**src/fbst_pkg.sv**
```systemverilog
package fbst_pkg;

   localparam int          FBST_IR_WIDTH     = 4;
   localparam int          FBST_ID_WIDTH     = 32;
   localparam int          FBST_DATA_WIDTH   = 36;
   localparam int          FBST_PTR_WIDTH    = 16;
   localparam int          FBST_TMS_RESET_N  = 5;

   // Instruction codes
   localparam logic [3:0]  FBST_INS_EXTEST   = 4'h0;
   localparam logic [3:0]  FBST_INS_IDCODE   = 4'h2;
   localparam logic [3:0]  FBST_INS_BYPASS   = 4'hF;
   // Value captured into the instruction register, ends in 01
   localparam logic [3:0]  FBST_IR_CAPTURE   = 4'h1;
   // Arbitrary neutral identification value
   localparam logic [31:0] FBST_ID_VALUE     = 32'h0000_0001;

   typedef enum logic [3:0] {
      FBST_TLR, FBST_RTI, FBST_SEL_DR, FBST_CAP_DR, FBST_SHF_DR, FBST_EX1_DR, FBST_PAU_DR, FBST_EX2_DR,
      FBST_UPD_DR, FBST_SEL_IR, FBST_CAP_IR, FBST_SHF_IR, FBST_EX1_IR, FBST_PAU_IR, FBST_EX2_IR, FBST_UPD_IR
   } fbst_state_type;

endpackage

```
**src/fbst_tap.sv**
```systemverilog
// Behaviour
// - All test logic steps on test clock; sample rising, outputs change falling.
// - Shift serial input on rising edge into selected instruction, ID or bypass.
// - Serial output comes from selected register, updated on falling edge.
// - Serial output high impedance except in Shift-DR or Shift-IR.
// - Mode select steers the standard sixteen-state TAP controller.
// - Test reset forces the controller to reset state without test clock.
// - No power-up reset; test reset or five high mode-select cycles reset it.
// - FIFO data outputs stay high impedance until TAP properly reset.
// - Master reset clears read and write pointers and output register.
`timescale 1ns/1ps
module fbst_tap
   import fbst_pkg::*;
#(
   parameter int DATA_WIDTH = FBST_DATA_WIDTH,
   parameter int PTR_WIDTH  = FBST_PTR_WIDTH
) (
   input  wire logic                  mclk,
   input  wire logic                  rst_b,
   input  wire logic                  tck,
   input  wire logic                  tms,
   input  wire logic                  tdi,
   input  wire logic                  trst_b,
   input  wire logic                  fifo_master_reset_b,
   input  wire logic [DATA_WIDTH-1:0] fifo_read_data,
   output logic                       tdo_o,
   output logic                       tdo_oe,
   output logic [DATA_WIDTH-1:0]      fifo_data_outputs,
   output logic                       fifo_data_outputs_oe,
   output logic [PTR_WIDTH-1:0]       read_ptr_reg,
   output logic [PTR_WIDTH-1:0]       write_ptr_reg
);

   // Two-stage synchronisers for pins from outside the mclk domain
   logic [2:0]                  tck_sync_reg;
   logic [1:0]                  tms_sync_reg;
   logic [1:0]                  tdi_sync_reg;
   logic [1:0]                  trst_sync_reg;
   logic [1:0]                  mrs_sync_reg;
   fbst_state_type              state_reg;
   fbst_state_type              state_next;
   logic [FBST_IR_WIDTH-1:0]    ir_shift_reg;
   logic [FBST_IR_WIDTH-1:0]    ir_reg;
   logic [FBST_ID_WIDTH-1:0]    id_shift_reg;
   logic                        bypass_reg;
   logic                        tap_was_reset_reg;
   logic                        tms_s;
   logic                        tdi_s;
   logic                        tck_rise;
   logic                        tck_fall;
   logic                        trst_active;
   logic                        mrs_active;
   logic                        sel_id;
   logic                        in_shift_ir;
   logic                        in_shift_dr;
   logic                        dr_bit;
   logic                        serial_bit;

   assign tms_s       = tms_sync_reg[1];
   assign tdi_s       = tdi_sync_reg[1];
   // Third stage only delays the synchronised level for edge finding
   assign tck_rise    = tck_sync_reg[1] & ~tck_sync_reg[2];
   assign tck_fall    = ~tck_sync_reg[1] & tck_sync_reg[2];
   assign trst_active = ~trst_sync_reg[1];
   assign mrs_active  = ~mrs_sync_reg[1];
   // Every code other than the ID code selects the bypass stage
   assign sel_id      = (ir_reg == FBST_INS_IDCODE);
   assign in_shift_ir = (state_reg == FBST_SHF_IR);
   assign in_shift_dr = (state_reg == FBST_SHF_DR);
   assign dr_bit      = sel_id ? id_shift_reg[0] : bypass_reg;
   assign serial_bit  = in_shift_ir ? ir_shift_reg[0] : dr_bit;

   // Idle low like the pin, so no false rise follows reset
   always_ff @(posedge mclk or negedge rst_b) begin
      if (!rst_b) begin
         tck_sync_reg <= 3'h0;
      end else begin
         tck_sync_reg <= {tck_sync_reg[1:0], tck};
      end
   end

   // Pull-up level for the mode and data pins
   always_ff @(posedge mclk or negedge rst_b) begin
      if (!rst_b) begin
         tms_sync_reg <= 2'h3;
      end else begin
         tms_sync_reg <= {tms_sync_reg[0], tms};
      end
   end

   always_ff @(posedge mclk or negedge rst_b) begin
      if (!rst_b) begin
         tdi_sync_reg <= 2'h3;
      end else begin
         tdi_sync_reg <= {tdi_sync_reg[0], tdi};
      end
   end

   // Inactive after reset: rst_b alone must leave the TAP unreset
   always_ff @(posedge mclk or negedge rst_b) begin
      if (!rst_b) begin
         trst_sync_reg <= 2'h3;
      end else begin
         trst_sync_reg <= {trst_sync_reg[0], trst_b};
      end
   end

   always_ff @(posedge mclk or negedge rst_b) begin
      if (!rst_b) begin
         mrs_sync_reg <= 2'h0;
      end else begin
         mrs_sync_reg <= {mrs_sync_reg[0], fifo_master_reset_b};
      end
   end

   // Standard transitions; five high samples from anywhere reach reset state
   always_comb begin
      state_next = state_reg;
      case (state_reg)
         FBST_TLR:    state_next = tms_s ? FBST_TLR    : FBST_RTI;
         FBST_RTI:    state_next = tms_s ? FBST_SEL_DR : FBST_RTI;
         FBST_SEL_DR: state_next = tms_s ? FBST_SEL_IR : FBST_CAP_DR;
         FBST_CAP_DR: state_next = tms_s ? FBST_EX1_DR : FBST_SHF_DR;
         FBST_SHF_DR: state_next = tms_s ? FBST_EX1_DR : FBST_SHF_DR;
         FBST_EX1_DR: state_next = tms_s ? FBST_UPD_DR : FBST_PAU_DR;
         FBST_PAU_DR: state_next = tms_s ? FBST_EX2_DR : FBST_PAU_DR;
         FBST_EX2_DR: state_next = tms_s ? FBST_UPD_DR : FBST_SHF_DR;
         FBST_UPD_DR: state_next = tms_s ? FBST_SEL_DR : FBST_RTI;
         FBST_SEL_IR: state_next = tms_s ? FBST_TLR    : FBST_CAP_IR;
         FBST_CAP_IR: state_next = tms_s ? FBST_EX1_IR : FBST_SHF_IR;
         FBST_SHF_IR: state_next = tms_s ? FBST_EX1_IR : FBST_SHF_IR;
         FBST_EX1_IR: state_next = tms_s ? FBST_UPD_IR : FBST_PAU_IR;
         FBST_PAU_IR: state_next = tms_s ? FBST_EX2_IR : FBST_PAU_IR;
         FBST_EX2_IR: state_next = tms_s ? FBST_UPD_IR : FBST_SHF_IR;
         FBST_UPD_IR: state_next = tms_s ? FBST_SEL_DR : FBST_RTI;
         default:     state_next = FBST_TLR;
      endcase
   end

   // rst_b alone loads Select-DR, not the reset state: only trst or tms can reset the TAP
   always_ff @(posedge mclk or negedge rst_b) begin
      if (!rst_b) begin
         state_reg <= FBST_SEL_DR;
      end else if (trst_active) begin
         state_reg <= FBST_TLR;
      end else if (tck_rise) begin
         state_reg <= state_next;
      end
   end

   always_ff @(posedge mclk or negedge rst_b) begin
      if (!rst_b) begin
         tap_was_reset_reg <= 1'b0;
      end else if (state_reg == FBST_TLR) begin
         tap_was_reset_reg <= 1'b1;
      end
   end

   always_ff @(posedge mclk or negedge rst_b) begin
      if (!rst_b) begin
         ir_shift_reg <= FBST_IR_CAPTURE;
         id_shift_reg <= FBST_ID_VALUE;
         bypass_reg   <= 1'b0;
      end else if (tck_rise) begin
         case (state_reg)
            FBST_CAP_IR: ir_shift_reg <= FBST_IR_CAPTURE;
            FBST_SHF_IR: ir_shift_reg <= {tdi_s, ir_shift_reg[FBST_IR_WIDTH-1:1]};
            FBST_CAP_DR: begin
               id_shift_reg <= FBST_ID_VALUE;
               bypass_reg   <= 1'b0;
            end
            FBST_SHF_DR: begin
               if (sel_id) begin
                  id_shift_reg <= {tdi_s, id_shift_reg[FBST_ID_WIDTH-1:1]};
               end else begin
                  bypass_reg <= tdi_s;
               end
            end
            default: ;
         endcase
      end
   end

   // Instruction register updates on the falling edge in Update-IR
   always_ff @(posedge mclk or negedge rst_b) begin
      if (!rst_b) begin
         ir_reg <= FBST_INS_IDCODE;
      end else if (state_reg == FBST_TLR) begin
         ir_reg <= FBST_INS_IDCODE;
      end else if (tck_fall && state_reg == FBST_UPD_IR) begin
         ir_reg <= ir_shift_reg;
      end
   end

   // Output stage changes on falling test clock; test reset drops the enable at once
   always_ff @(posedge mclk or negedge rst_b) begin
      if (!rst_b) begin
         tdo_o  <= 1'b0;
         tdo_oe <= 1'b0;
      end else if (trst_active) begin
         tdo_oe <= 1'b0;
      end else if (tck_fall) begin
         tdo_o  <= serial_bit;
         tdo_oe <= in_shift_ir | in_shift_dr;
      end
   end

   // Pointers and output register, cleared by master reset
   always_ff @(posedge mclk or negedge rst_b) begin
      if (!rst_b) begin
         read_ptr_reg      <= '0;
         write_ptr_reg     <= '0;
         fifo_data_outputs <= '0;
      end else if (mrs_active) begin
         read_ptr_reg      <= '0;
         write_ptr_reg     <= '0;
         fifo_data_outputs <= '0;
      end else begin
         fifo_data_outputs <= fifo_read_data;
      end
   end

   // Data pins driven only once the TAP has seen its reset state
   always_ff @(posedge mclk or negedge rst_b) begin
      if (!rst_b) begin
         fifo_data_outputs_oe <= 1'b0;
      end else begin
         fifo_data_outputs_oe <= tap_was_reset_reg & ~trst_active;
      end
   end

endmodule // fbst_tap

```
**config.mk**
```make
export PLATFORM = sky130hd
export DESIGN_NAME = fbst_tap
export DESIGN_NICKNAME = d
export VERILOG_FILES = /design/src/fbst_pkg.sv /design/src/fbst_tap.sv
export SDC_FILE = /design/constraint.sdc
export NUM_CORES = 1
export LEC_CHECK = 0
export ABC_AREA = 1
export BUFFER_PORTS_ARGS = -buffer_cell sky130_fd_sc_hd__buf_2
export CAP_MARGIN = 20
export CORE_MARGIN = 2
export CORE_UTILIZATION = 45
export CTS_CLUSTER_DIAMETER = 40
export CTS_CLUSTER_SIZE = 40
export DETAILED_ROUTE_END_ITERATION = 10
export HOLD_SLACK_MARGIN = 0.08
export PLACE_DENSITY = 0.71
export SETUP_SLACK_MARGIN = 0.5
export SYNTH_ARGS = -nofsm -noshare
export SYNTH_HDL_FRONTEND = slang
export SYNTH_SLANG_ARGS = --single-unit
```
**constraint.sdc**
```tcl
create_clock -name mclk -period 3.6 [get_ports mclk]
set_input_delay 0.36 -clock mclk [delete_from_list [all_inputs] [get_ports mclk]]
set_output_delay 0.36 -clock mclk [all_outputs]
set_load 0.01 [all_outputs]
```
==> impl_metrics.json <==
{
  "clock_sinks": 96,
  "synth.top_cell.area_share_pct": 53.6,
  "path_clk_slew_ns": 0.09,
  "antenna_left": 0,
  "required_ns": 3.83,
  "rows": 34,
  "clock_skew_ns": 0.00840,
  "syn_area_um2": 4010,
  "grtUsageTotal_pct": 15.4,
  "dieArea_um2": 9690,
  "synth.distinct_cells": 30,
  "final_cell_count_no_fill": 608,
  "place_congestion": 1.05,
  "die_x_um": 98.4,
  "tns_ns": 0,
  "diodes": 0,
  "grt_pass1_vias": 2695,
  "grt_max_degree": 79,
  "tightest_slew_ns": 0.923,
  "drc": 0,
  "max_freq_ghz": 0.569,
  "yosys.area.top_type": "dfrtp_1",
  "drt-initial-drc-count": 86,
  "place_area_um2": 4360,
  "core_um2": 8680,
  "ys_seq_area_share_pct": 60.2,
  "largest_reg_flops": 36,
  "cts_buffer_depth": 2,
  "synth_commonest_cells": "87 x nand2_1, 86 x dfrtp_1, 86 x inv_1, 32 x buf_4, 28 x o22ai_1",
  "vias": 2740,
  "rsz0062_at_grt": "false",
  "period_needed_ns": 1.76,
  "clkLatencyLatePin_ns": 0.36,
  "num-nets-final": 538,
  "die_y_um": 98.4,
  "drv_slew": 0,
  "htreeDepth": 3,
  "cts_root_buffer": "clkbuf_8",
  "synth_edf_count": 0,
  "netlist_instances": 408,
  "port_buffers": 81,
  "avgSynthCellArea_um2": 9.83,
  "arrival_ns": 1.99,
  "areaGrowthSynthToFinish_pct": 14.6,
  "dp_cells": 587,
  "ys_seq_elements": 96,
  "max-vdd-ir-drop_v": 0.000290,
  "routed_wl_mm": 6.89,
  "status": "finished clean",
  "synthArstFlopShare_pct": 100,
  "slew_headroom_pct": 38.5,
  "maxCapViolations": 0,
  "worstSetupStartpointType": "flop",
  "drive_above_1_share_pct": 26.0,
  "leakage_nw": 2.63,
  "ys_top_cells_by_area": "dfrtp_1 54%, nand2_1 8.1%, inv_1 8.0%, dfstp_2 6.5%, buf_4 6.0%",
  "hp-class": "in2reg",
  "design_area_um2": 4600,
  "first_pass_iters": 6,
  "cp-end-kind": "flop",
  "viasPerCell": 4.51,
  "path_class": "reg2reg",
  "power_mw": 1.87,
  "yosysMostFrequentCell": "nand2_1",
  "yosysWarningCount": 0,
  "initial_utilization_pct": 46.2,
  "crit_fanout": 32,
  "io_pins": 114,
  "num-fill-cells": 780,
  "cts_tree": "built",
  "ys.flop_type": "dfrtp_1",
  "hpwl_mm": 4.79,
  "finalSetupViolCount": 0,
  "finalHoldViolations": 0,
  "multiInputGateArea_um2": 1050,
  "cts_buffers": 9,
  "regArea_um2": 2410,
  "fin_crit_sh_pct": 48.8,
  "post_cts_buffers": 0,
  "power_density_nw_per_um2": 407,
  "overflow": 0,
  "antenna_found_initial": 0,
  "wl_per_cell_um": 11.3,
  "grt_pass1_wl_mm": 12.0
}
==> final cells by class <==
cell class                      instances  share of cell area (%)
Clock buffer                           10                    2.77
Timing Repair Buffer                   88                    10.7
Tap cell                              108                    2.94
Inverter                               90                    7.37
Clock inverter                          6                   0.979
Sequential cell                        96                    52.5
Multi-Input combinational cell        210                    22.8
==> logic make-up after synthesis <==
group | after synthesis | synth area share, %
buf+inv | 133 | 16.6
simple gates | 125 | 15.0
flops | 96 | 60.2
other cells | 1 | 0.0935
compound gates | 53 | 8.11
==> path summary, 6_finish.rpt <==
| check | endpoint | depth (start not counted) | slack [ns] | startpoint |
|---|---|---|---|---|
| min reg2reg | tck_sync_reg[1]$_DFF_PN0_ | 0 | 0.36 | tck_sync_reg[0]$_DFF_PN0_ |
| min | tck_sync_reg[0]$_DFF_PN0_ | 1 | 0.10 | tck |
| min in group asynchronous | fifo_data_outputs[33]$_DFF_PN0_ | 1 | 0.12 | rst_b |
| max in group asynchronous | tms_sync_reg[1]$_DFF_PN1_ | 2 | 2.68 | rst_b |
| max reg2reg | id_shift_reg[1]$_DFFE_PN0P_ | 9 | 1.84 | state_reg[1]$_DFFE_PN1P_ |
| max | id_shift_reg[1]$_DFFE_PN0P_ | 9 | 1.84 | state_reg[1]$_DFFE_PN1P_ |
==> worst max-delay path, stage by stage (launching register included) <==
cell	delay (ns)
dfstp_2	0.61
nand2_1	0.11
inv_2	0.11
nand2_2	0.08
nand2_4	0.09
nand2_4	0.06
nor2_8	0.38
inv_2	0.07
nand2_1	0.06
o21ai_1	0.06
==> where the power goes <==
part           leakage [nW]  switching, mW  total, mW  internal (mW)
sequential             1.25         0.0127       1.12           1.11
combinational          1.30         0.0869      0.136         0.0486
clock                0.0789          0.364      0.617          0.253
total                  2.63          0.464       1.87           1.41
==> layer usage <==
metal  wire, um  part of all wire (%)  vias up  track usage (%)
met2       3250                    47      102             23.3
met4        106                   1.5        0             6.22
met5          0                     0        -                0
li1           -                     -     1357                -
met3        479                   7.0        7             5.39
met1       3050                    44     1274             20.5
==> cells in the final DEF, fill, tap and decap left out, types with 4 or more instances in the layout <==
cell / Yosys / final
inv_1: 86 / 86
conb_1: 1 / 32
clkbuf_8: 0 / 9
dfstp_2: 10 / 10
dfrtp_1: 86 / 86
o21ai_0: 11 / 11
o22ai_1: 28 / 28
a21oi_1: 5 / 5
buf_2: 1 / 80
nor2_1: 9 / 9
nand2_1: 87 / 87
nand3_1: 10 / 10
dlygate4sd3_1: 0 / 4
nor2_2: 4 / 4
==> what timing repair did <==
item / CTS / global route
endpoints found under the hold margin: 3 / 1
endpoints found under the setup margin: 0 / 0
resized for setup: 0 / 0
hold buffers: 3 / 1
==> through the flow <==
step	worst slack, ns	utilization, %	hold WS [ns]
2_1_floorplan	2.19	-	0.0644
3_3_place_gp	1.94	50.2	0.334
3_5_place_dp	1.89	50.2	0.338
4_1_cts	1.84	52.6	0.0872
5_1_grt	1.66	53.0	0.0851
6_report	1.84	53.0	0.104
(Power assumes the default switching activity.)
